==> src/status_pkg.sv <==
/*
  Shared constants for the processor and floating-point status word bank:
  register byte offsets on the APB slave, field positions, reset values.
  Assumes a single 20 MHz clock domain and an APB master with 32-bit data.
*/
`default_nettype none

package status_pkg;

  // ----------------------------------------------------------------
  // apb register map (byte addresses)
  // ----------------------------------------------------------------
  localparam logic [7:0] ADDR_PSW = 8'h00;
  localparam logic [7:0] ADDR_FSW_LO = 8'h04;
  localparam logic [7:0] ADDR_FSW_HI = 8'h08;
  localparam logic [7:0] ADDR_CTRL = 8'h0C;

  // ----------------------------------------------------------------
  // processor status word fields
  // ----------------------------------------------------------------
  localparam int PSW_MASK_BIT = 0;
  localparam int PSW_OVF_BIT = 1;
  localparam int PSW_INTERRUPT_RESUME_FLAG_BIT = 2;
  localparam int PSW_INSERTED_OPCODE_FLAG_BIT = 3;
  localparam int PSW_FFP_BIT = 4;
  localparam int PSW_SW_LSB = 14;
  localparam logic [15:0] PSW_WRITE_MASK = 16'hC00F;
  localparam logic [15:0] PSW_RESET = 16'h0000;

  // ----------------------------------------------------------------
  // float status word fields (bit 0 is the lsb of the 64-bit word)
  // ----------------------------------------------------------------
  localparam int FSW_ANY_BIT = 0;
  localparam int FSW_ERR_LSB = 1;
  localparam int FSW_TE_BIT = 5;
  localparam int FSW_ZERO_BIT = 6;
  localparam int FSW_NEG_BIT = 7;
  localparam int FSW_RND_BIT = 8;
  localparam int FSW_ID_LSB = 12;
  localparam int FSW_PAR_BIT = 22;
  localparam int FSW_INP_LSB = 28;
  localparam int FSW_PC_LSB = 33;
  localparam logic [3:0] FSW_ID_VALUE = 4'h0; // arbitrary identification value
  localparam logic [63:0] FSW_RESET = 64'h0000_0000_0000_0000;
  // writable bits: te, z, n, rnd, error flags, inp, fault address
  localparam logic [63:0] FSW_WRITE_MASK = 64'hFFFF_FFFE_F000_01FE;

  // quotient value that wide divides never flag as overflow
  localparam logic [31:0] DIV_MIN_QUOT = 32'hFFFF_8000;

endpackage

`default_nettype wire

==> src/fault_latch.sv <==
/*
  Sticky event latch: set wins over clear in the same cycle.
  Assumes clk/rstn of the status bank.
*/
`default_nettype none

module fault_latch (
  input wire logic clk,
  input wire logic rstn,
  input wire logic set,
  input wire logic clr,
  output logic flag
);
  logic flag_q;
  logic flag_d;

  // ----------------------------------------------------------------
  // next value: a set in the clear cycle is kept
  // ----------------------------------------------------------------
  always_comb begin
    flag_d = flag_q;
    if (clr) begin
      flag_d = 1'b0;
    end
    if (set) begin
      flag_d = 1'b1;
    end
  end

  always_ff @(posedge clk or negedge rstn) begin
    if (!rstn) begin
      flag_q <= 1'b0;
    end else begin
      flag_q <= flag_d;
    end
  end

  assign flag = flag_q;
endmodule

`default_nettype wire

==> src/cpu_status_registers.sv <==
/*
  Processor status word and floating-point status word of the cpu, updated
  by the execution unit and loaded/read by software over apb.
  Assumes execution-unit strobes are one-cycle pulses synchronous to clk.
*/
`default_nettype none

// Operation
// - overflow mask set and overflow flag rising gives fixed-point trap
// - psw bit 1 holds fixed-point overflow flag
// - psw bit 2 selects restart or resume of interrupted instruction
// - psw bit 3 set when interrupted instruction was inserted
// - psw bit 4 shows floating-point fault pending
// - psw bits 5..13 reserved zero, bits 14..15 software use
// - loading mask and flag together never raises overflow fault
// - compatible instructions count as no overflow; only native ones write psw
// - wide divide quotient of -32768 reports no overflow
// - float bit 0 is or of error flags 1..4
// - float bits 1..4 flag exponent over, under, invalid, mantissa
// - trap enable with any error flag set gives float fault; here only a float instruction completing with errors while te is set raises it
// - float reserved bits 9-11, 16-21, 23-27 read zero
// - float bit 22 reports serial or parallel operation
// - float bits 28..31 hold invalid argument code
// - fault captures first faulting instruction address in 33..63, bit 32 zero
// - float word updated by native and compatible instructions
// - float trap taken when faulting instruction completes
// - compatible loads set zero/negative only for normalized operand
module cpu_status_registers
  import status_pkg::*;
(
  input wire logic clk,
  input wire logic rstn,
  // apb slave
  input wire logic psel,
  input wire logic penable,
  input wire logic pwrite,
  input wire logic [7:0] paddr,
  input wire logic [31:0] pwdata,
  input wire logic [3:0] pstrb,
  output logic [31:0] prdata,
  output logic pready,
  output logic pslverr,
  // execution unit: fixed point
  input wire logic ex_done,
  input wire logic ex_native,
  input wire logic ex_overflow,
  input wire logic ex_wide_div,
  input wire logic [31:0] ex_quotient,
  input wire logic ex_psw_load,
  input wire logic [15:0] ex_psw_value,
  input wire logic ex_interrupted,
  input wire logic ex_resume,
  input wire logic ex_inserted,
  // execution unit: floating point
  input wire logic fp_done,
  input wire logic fp_compat,
  input wire logic [3:0] fp_errors,
  input wire logic [3:0] fp_bad_arg,
  input wire logic [30:0] fp_addr,
  input wire logic fp_set_cc,
  input wire logic fp_normalized,
  input wire logic fp_zero,
  input wire logic fp_negative,
  input wire logic fp_parallel,
  input wire logic fault_taken,
  // trap requests to sequencer and status word outputs
  output logic overflow_trap,
  output logic float_trap,
  output logic [15:0] psw_out,
  output logic [63:0] fsw_out
);

  // ----------------------------------------------------------------
  // state
  // ----------------------------------------------------------------
  logic [15:0] psw_q, psw_d;
  logic [63:0] fsw_q, fsw_d;
  logic ovf_trap_q, ovf_trap_d;
  logic fp_trap_q, fp_trap_d;
  logic [31:0] prdata_q, prdata_d;
  logic fault_pending;
  logic fp_fault_set;
  logic eff_overflow;
  logic fp_err_any;
  logic [63:0] fsw_view;
  logic [31:0] psw_wr;

  wire logic apb_wr = psel && penable && pwrite;
  wire logic apb_rd = psel && penable && !pwrite;

  // byte-lane merge for apb writes
  function automatic logic [31:0] merge(input logic [31:0] old_v, input logic [31:0] new_v,
                                        input logic [3:0] strb);
    logic [31:0] r;
    r = old_v;
    for (int i = 0; i < 4; i++) begin
      if (strb[i]) begin
        r[i*8 +: 8] = new_v[i*8 +: 8];
      end
    end
    return r;
  endfunction

  // ----------------------------------------------------------------
  // fixed-point overflow evaluation
  // ----------------------------------------------------------------
  always_comb begin
    // compatible instructions never report overflow
    eff_overflow = ex_done && ex_native && ex_overflow;
    if (ex_wide_div && ex_quotient == DIV_MIN_QUOT) begin
      eff_overflow = 1'b0;
    end
    if (ex_psw_load) begin
      eff_overflow = 1'b0;
    end
  end

  // ----------------------------------------------------------------
  // float error evaluation; errors arise only at instruction end
  // ----------------------------------------------------------------
  assign fp_err_any = fp_done && (fp_errors != 4'h0);
  // trap raised as the faulting instruction completes, not deferred
  assign fp_fault_set = fp_err_any && fsw_q[FSW_TE_BIT];

  fault_latch u_pending (
    .clk(clk),
    .rstn(rstn),
    .set(fp_fault_set),
    .clr(fault_taken),
    .flag(fault_pending)
  );

  // ----------------------------------------------------------------
  // processor status word next value
  // ----------------------------------------------------------------
  always_comb begin
    psw_d = psw_q;
    ovf_trap_d = 1'b0;
    // lane merge done on the full word, only the low half is kept
    psw_wr = merge({16'h0000, psw_q}, pwdata, pstrb);
    if (apb_wr && paddr == ADDR_PSW) begin
      psw_d = psw_wr[15:0] & PSW_WRITE_MASK;
    end
    if (ex_done && ex_native) begin
      if (ex_psw_load) begin
        // load of mask and flag: no trap even if both are 1
        psw_d = ex_psw_value & PSW_WRITE_MASK;
      end else if (eff_overflow) begin
        psw_d[PSW_OVF_BIT] = 1'b1;
        ovf_trap_d = psw_q[PSW_MASK_BIT];
      end
    end
    if (ex_interrupted) begin
      psw_d[PSW_INTERRUPT_RESUME_FLAG_BIT] = ex_resume;
      psw_d[PSW_INSERTED_OPCODE_FLAG_BIT] = ex_inserted;
    end
    // follows the pending latch in the same cycle, so a take clears it at once
    psw_d[PSW_FFP_BIT] = fp_fault_set || (fault_pending && !fault_taken);
  end

  // ----------------------------------------------------------------
  // float status word next value
  // ----------------------------------------------------------------
  always_comb begin
    fsw_d = fsw_q;
    fp_trap_d = 1'b0;
    if (apb_wr && paddr == ADDR_FSW_LO) begin
      fsw_d[31:0] = merge(fsw_q[31:0], pwdata, pstrb) & FSW_WRITE_MASK[31:0];
    end
    if (apb_wr && paddr == ADDR_FSW_HI) begin
      fsw_d[63:32] = merge(fsw_q[63:32], pwdata, pstrb) & FSW_WRITE_MASK[63:32];
    end
    // native and compatible float instructions both land here
    if (fp_done) begin
      fsw_d[FSW_ERR_LSB +: 4] = fsw_q[FSW_ERR_LSB +: 4] | fp_errors;
      if (fp_errors[2]) begin
        fsw_d[FSW_INP_LSB +: 4] = fp_bad_arg;
      end
      if (fp_set_cc && (!fp_compat || fp_normalized)) begin
        fsw_d[FSW_ZERO_BIT] = fp_zero;
        fsw_d[FSW_NEG_BIT] = fp_negative;
      end
    end
    // every trap-enabled error traps; only the first address is kept
    if (fp_fault_set) begin
      fp_trap_d = 1'b1;
    end
    if (fp_fault_set && !fault_pending) begin
      fsw_d[63:FSW_PC_LSB] = fp_addr;
    end
    fsw_d[FSW_PC_LSB-1] = 1'b0;
  end

  // ----------------------------------------------------------------
  // read view: derived and reserved bits forced
  // ----------------------------------------------------------------
  always_comb begin
    fsw_view = fsw_q & FSW_WRITE_MASK;
    fsw_view[FSW_ANY_BIT] = |fsw_q[FSW_ERR_LSB +: 4];
    fsw_view[FSW_ID_LSB +: 4] = FSW_ID_VALUE;
    fsw_view[FSW_PAR_BIT] = fp_parallel;
  end

  // ----------------------------------------------------------------
  // apb read data
  // ----------------------------------------------------------------
  always_comb begin
    prdata_d = prdata_q;
    if (psel && !penable && !pwrite) begin
      unique case (paddr)
        ADDR_PSW: prdata_d = {16'h0000, psw_q};
        ADDR_FSW_LO: prdata_d = fsw_view[31:0];
        ADDR_FSW_HI: prdata_d = fsw_view[63:32];
        ADDR_CTRL: prdata_d = {28'h0000000, fp_trap_q, ovf_trap_q, fault_pending,
                               psw_q[PSW_MASK_BIT]};
        default: prdata_d = 32'h0000_0000;
      endcase
    end
  end

  // ----------------------------------------------------------------
  // registers
  // ----------------------------------------------------------------
  always_ff @(posedge clk or negedge rstn) begin
    if (!rstn) begin
      psw_q <= PSW_RESET;
      fsw_q <= FSW_RESET;
      ovf_trap_q <= 1'b0;
      fp_trap_q <= 1'b0;
      prdata_q <= 32'h0000_0000;
    end else begin
      psw_q <= psw_d;
      fsw_q <= fsw_d;
      ovf_trap_q <= ovf_trap_d;
      fp_trap_q <= fp_trap_d;
      prdata_q <= prdata_d;
    end
  end

  // zero-wait slave; unmapped addresses answer with an error
  assign pready = 1'b1;
  assign pslverr = psel && penable && !(paddr == ADDR_PSW || paddr == ADDR_FSW_LO ||
                                        paddr == ADDR_FSW_HI || paddr == ADDR_CTRL);
  assign prdata = prdata_q;
  assign overflow_trap = ovf_trap_q;
  assign float_trap = fp_trap_q;
  assign psw_out = psw_q;
  assign fsw_out = fsw_view;

  wire logic unused_rd = apb_rd;
endmodule

`default_nettype wire

==> config.mk <==
export PLATFORM = sky130hd
export DESIGN_NAME = cpu_status_registers
export DESIGN_NICKNAME = d
export VERILOG_FILES = /design/src/status_pkg.sv /design/src/fault_latch.sv /design/src/cpu_status_registers.sv
export SDC_FILE = /design/constraint.sdc
export NUM_CORES = 1
export LEC_CHECK = 0
export BUFFER_PORTS_ARGS = -buffer_cell sky130_fd_sc_hd__buf_2
export CAP_MARGIN = 20
export CORE_MARGIN = 4
export CORE_UTILIZATION = 48
export CTS_BUF_LIST = sky130_fd_sc_hd__clkbuf_4 sky130_fd_sc_hd__clkbuf_8 sky130_fd_sc_hd__clkbuf_16
export DETAILED_ROUTE_END_ITERATION = 8
export PLACE_DENSITY = 0.95
export SLEW_MARGIN = 20
export SYNTH_ARGS = -nofsm -noshare
export SYNTH_HDL_FRONTEND = slang
export SYNTH_SLANG_ARGS = --single-unit
==> constraint.sdc <==
create_clock -name clk -period 3.8 [get_ports clk]
set_input_delay 0.38 -clock clk [delete_from_list [all_inputs] [get_ports clk]]
set_output_delay 0.38 -clock clk [all_outputs]
set_load 0.1 [all_outputs]
==> metrics.txt, run 1 <==
gr usage total 25.3%; syn avg cell area between 10 and 15 um^2; vias in the first global route 4,302; initial antenna violation count 2; most common cell in the synthesized netlist dfrtp_1; FP Rows 35; largest net degree at the start of global routing 63; critical path class in2reg; # resized after CTS 0; LEAKAGE 3.25 nW; Final nets ~800; CTS Hold Buffers Added 0; input/output buffers 237; final setup vio count 0; worst-margin pin slew approximately 0.95 ns; RSZ-0062 raised after global routing false; CTS Sinks 94; CTS tree built; Seq/Total Area, Yosys 51.2%; maxcap violations 0; Peak supply drop 0.230 mV; Num CTS Buffers 9; Final ANT Viol Nets 0; final hold violations 0; Final Skew 0.0148 ns; Initial DRT Pass Iterations 4; Die Footprint 0.0112 mm^2; Setup Buffers After CTS 0; Worst EP required 4.08 ns; Main synth FF type dfrtp_1; Avg WL per Cell 17.8 um; first-pass GRT wire length 22.2 mm; clk root buf clkbuf_8; Yosys top cell by area dfrtp_1; Fmax between 0.4 and 0.5 GHz; Initial Util 49.5%; Worst EP arrival 2.73 ns; Seq cells post-synth 94; filler cell count 774; io pins 268; total negative slack 0 ns; EDFF count, synth 0; status finished clean; PwrDens 448 mW/mm^2; Synth cell types 40; r2r worst-path depth 5; asr flop ratio synth 100%; area grow syn2layout 32.1%; Post-synth top cells dfrtp_1 (94), nor2_1 (60), mux2i_1 (56); top post-synthesis cells by area dfrtp_1 (51%), mux2i_1 (12%), a21oi_1 (5.8%), nor2_1 (4.9%), buf_4 (3.6%); crit-path max FO 40; pins over their slew limit 0; period utilization 64.5%; die width 106 um; Worst-Skew Late Latency 0.35 ns; Period minus WS final 2.45 ns; DP HPWL 11.2 mm; CORE AREA 0.00928 mm^2; Max transition margin between 30% and 40%; CP startpoint kind input port; Initial DRC Count 243; WL final 14.4 mm; # H-tree levels 3; layout cells sized above 1 39.7%; clock-pin slew on the worst setup and hold paths 0.10 ns; crit path capture type flop; top cell type's share of synthesized area 51.2%; post-DR vias/cell 5.32; Die Span Y 106 um; hold_ws 0.0899 ns; Cells after Synth 444; via count 4,295; DRC 0; Mapped Area 0.00460 mm^2; HP Class in2async; grt ovf 0; Synth Warn # 0; final RePlAce weighted congestion between 0.9 and 1; Clock Tree Buf Depth 2
worst max-delay path: stages:
cell,delay (ns)
buf_2,0.15
or3b_2,0.84
or2_2,0.49
nor2_1,0.62
a22o_1,0.24
per-stage QoR:
stage | setup WS, ns | instances | util [%] | cell area, um^2 | total power, mW
6_report | 1.35 | 808 | 65.4 | 6070 | 2.72
5_1_grt | 1.21 | 808 | 65.4 | 6070 | 2.81
4_1_cts | 1.36 | 806 | 65.3 | 6070 | 2.73
3_5_place_dp | 0.982 | 790 | 62.6 | 5810 | 1.92
3_3_place_gp | 1.02 | 790 | 62.6 | 5810 | 1.90
2_1_floorplan | 1.28 | 462 | - | 4660 | 1.73
flip-flops by register name, indices dropped and copies added, names as in the netlist:
signal          count
fsw_q              43
prdata             32
psw_out            16
float_trap          1
overflow_trap       1
u_pending.flag      1
cells in the final DEF, fill, tap and decap left out, drive strengths merged, types with 4 or more instances in the layout:
cell type and n:
a22o 15, nor3 8, mux2i 56, nand2 25, o31ai 5, a22oi 5, nand4 7, nor2 60
and2 13, a21oi 53, conb 20, o21ai 16, nand3 8, buf 240, nand2b 5, nor4 4
clkbuf 11, dfrtp 94
report_power, final:
part	switching [mW]	total, mW	leakage (nW)	internal, mW
registers	0.0465	1.10	1.25	1.05
logic	0.645	0.797	1.88	0.152
clock network	0.347	0.820	0.122	0.473
total	1.04	2.72	3.25	1.68
worst paths after layout:
check                                           start                      to  slack (ns)
setup / recovery                               pwrite  prdata[18]$_DFFE_PN0P_        1.35
hold / removal                                   rstn   fsw_q[42]$_DFFE_PN0P_        0.09
setup reg to reg           u_pending.flag$_DFFE_PN0P_   fsw_q[48]$_DFFE_PN0P_        1.73
hold reg to reg                 prdata[9]$_DFFE_PN0P_   prdata[9]$_DFFE_PN0P_        0.48
max in group asynchronous                        rstn   fsw_q[51]$_DFFE_PN0P_        2.75
min in group clk                      ex_psw_value[0]    psw_out[0]$_DFF_PN0_        0.23
cell type report:
class                   instances  area [um^2]  share of cell area [%]
diodes                          2         5.00                  0.0824
clock buffers                  11          151                    2.49
clock inverters                 5          105                    1.73
inverters                       3         11.3                   0.185
multi-input cells             324         2060                    33.9
flip-flops and latches         94         2350                    38.7
well taps                     129          161                    2.66
repair buffers                240         1220                    20.2
logic make-up after synthesis:
group                  count (synthesis)  share of synthesized area (%)
and+or+nand+nor                      145                           16.3
AOI/OAI and AO/OA                     97                           12.5
DFF                                   94                           51.2
muxes                                 62                           14.4
buffers and inverters                 44                           5.47
other                                  2                          0.163
metal layers:
layer | vias to the layer above | GRT usage (%) | part of all wire (%)
met4 | 0 | 9.25 | 2.3
li1 | 1994 | - | -
met5 | - | 0 | 0
met1 | 2065 | 30.1 | 39
met3 | 27 | 6.06 | 7.9
met2 | 209 | 44.5 | 51
No activity file was read; power rests on OpenSTA's default activity.
==> inputs of run 2 (changes only) <==
--- a/config.mk
+++ b/config.mk
@@ -8,10 +8,10 @@
 export BUFFER_PORTS_ARGS = -buffer_cell sky130_fd_sc_hd__buf_2
 export CAP_MARGIN = 20
 export CORE_MARGIN = 4
-export CORE_UTILIZATION = 48
+export CORE_UTILIZATION = 40
 export CTS_BUF_LIST = sky130_fd_sc_hd__clkbuf_4 sky130_fd_sc_hd__clkbuf_8 sky130_fd_sc_hd__clkbuf_16
 export DETAILED_ROUTE_END_ITERATION = 8
-export PLACE_DENSITY = 0.95
+export PLACE_DENSITY = 0.88
 export SLEW_MARGIN = 20
 export SYNTH_ARGS = -nofsm -noshare
 export SYNTH_HDL_FRONTEND = slang
==> constraint.sdc (replaced) <==
create_clock -name clk -period 2.1 [get_ports clk]
set_input_delay 0.21 -clock clk [delete_from_list [all_inputs] [get_ports clk]]
set_output_delay 0.21 -clock clk [all_outputs]
set_load 0.1 [all_outputs]
==> run 2 against run 1 <==
First-iteration DRC count unchanged. Final cell count increased by 3.0%. Worst setup slack got worse by 1.1 ns. Hold slack got worse by 0.035 ns. Routed wire length decreased by 0.15%. Sequential power increased by 81%. Clock skew decreased by 0.0070 ns. Critical endpoint is now fsw_out[0]. Largest cell class unchanged.
==> metrics.txt, run 2 (synthesis gave the netlist of run 1 again) <==
worst-margin pin slew 0.937 ns; maxcap violations 0; largest net degree at the start of global routing between 50 and 60; input/output buffers 237; Final ANT Viol Nets 0; critical path class reg2out; Die Span Y roughly 120 um; CP startpoint kind flop; Clock Tree Buf Depth 2; Avg WL per Cell 17.3 um; RSZ-0062 raised after global routing false; crit-path max FO 4; first-pass GRT wire length 22.4 mm; clk root buf clkbuf_16; slack of the critical path approximately 0.24 ns; Final nets between 800 and 900; Initial Util 41.7%; FP Rows 38; CTS Sinks between 90 and 100; Initial DRT Pass Iterations 4; area grow syn2layout 36.6%; pins over their slew limit 0; post-DR vias/cell 5.06; placed cells 814; filler cell count 998; DRC 0; non-filler instance count after layout approximately 830; total negative slack 0 ns; Initial DRC Count 243; crit path capture type output port; vias in the first global route 4,168; DP HPWL 11.5 mm; io pins ~270; layout cells sized above 1 41.4%; Worst-Skew Late Latency 0.33 ns; final core occ approximately 57%; Die Footprint about 0.013 mm^2; Worst Hold Path Cells 2; die width 115 um; post-route cell area 0.00628 mm^2; PwrDens between 800 and 900 mW/mm^2; hold_ws 0.0548 ns; area of the multi-input gates 0.00206 mm^2; Period minus WS final 1.86 ns; Worst EP arrival 1.65 ns; initial antenna violation count 1; gr usage total 21.9%; Largest Register fsw_q; WL final between 10 and 15 mm; Worst EP required 1.89 ns; Peak supply drop between 0.6 and 0.7 mV; GR Layer Usage met3 5.68%; r2r worst-path depth 4; commonest non-fill, non-tap cell in the layout buf_2; grt met2 use roughly a third; HP Class in2reg; grt peak-use layer met2; Num CTS Buffers 9; final RePlAce weighted congestion 0.950; Max transition margin 37.3%; via count ~4,200; final hold violations 0; placed inst area 0.00594 mm^2; final setup vio count 0; max reg flops 43; total power 5.19 mW; # H-tree levels 3; CORE AREA 0.0110 mm^2; period utilization 88.7%; status finished clean; Final Skew 0.00773 ns; Setup Buffers After CTS 0; clock-pin slew on the worst setup and hold paths 0.06 ns; Reg area 0.00236 mm^2; Fmax ~0.54 GHz; grt ovf 0; GRT met1 Usage 29.2%; CTS tree built; dpl ws 0.125 ns; LEAKAGE around 3.4 nW; most frequent cells in the layout buf_2 (236), dfrtp_1 (91), nor2_1 (60)
## run 2: changes by cell type in the layout (fill, tap and decap cells not counted)
| cell | previous run | this run |
|---|---|---|
| buf_4 | 3 | 15 |
| clkinvlp_4 | 2 | 0 |
| clkbuf_4 | 0 | 2 |
| or4_4 | 0 | 1 |
| dfrtp_1 | 94 | 91 |
| or4_1 | 3 | 2 |
| buf_12 | 1 | 2 |
| dlygate4sd3_1 | 0 | 1 |
| clkbuf_8 | 11 | 1 |
| bufinv_16 | 3 | 2 |
| clkinv_2 | 0 | 2 |
| dfrtp_2 | 0 | 3 |
| diode_2 | 2 | 1 |
| clkbuf_16 | 0 | 9 |
## run 2: worst max-delay path, cell delays in order (launching register included)
cell     delay [ns]
dfrtp_2        0.44
or4_4          0.56
buf_2          0.31
## run 2: layout make-up
type / count / share of cell area, %
Tap cell: 140 / 2.79
Clock inverter: 4 / 1.12
Timing Repair Buffer: 254 / 21.4
Sequential cell: 94 / 37.5
Clock buffer: 12 / 4.05
Antenna cell: 1 / 0.0399
Multi-Input combinational cell: 324 / 32.9
Inverter: 3 / 0.179
## run 2: path summary, 6_finish.rpt
path | start | endpoint | slack, ns
setup / recovery | fsw_q[2]$_DFFE_PN0P_ | fsw_out[0] | 0.24
min in group asynchronous | rstn | psw_out[14]$_DFF_PN0_ | 0.33
setup reg to reg | fsw_q[2]$_DFFE_PN0P_ | prdata[0]$_DFFE_PN0P_ | 0.54
hold / removal | fault_taken | psw_out[4]$_DFF_PN0_ | 0.05
max in group asynchronous | rstn | fsw_q[53]$_DFFE_PN0P_ | 1.18
hold reg to reg | prdata[30]$_DFFE_PN0P_ | prdata[30]$_DFFE_PN0P_ | 0.47
## run 2: power breakdown
| part | switching [mW] | internal (mW) |
|---|---|---|
| clock network | 0.649 | 1.10 |
| logic | 1.17 | 0.285 |
| registers | 0.0793 | 1.91 |
| total | 1.90 | 3.29 |
## run 2: timing repair
action | in CTS | in global routing
gates resized for setup | 0 | 0
hold buffers | 1 | 0
hold endpoints to repair | 24 | 0
## run 2: layer usage
metal	share of wire (%)	up-vias
met5	0	-
met4	1.4	0
met3	7.2	19
met2	50	158
met1	41	1997
li1	-	2035
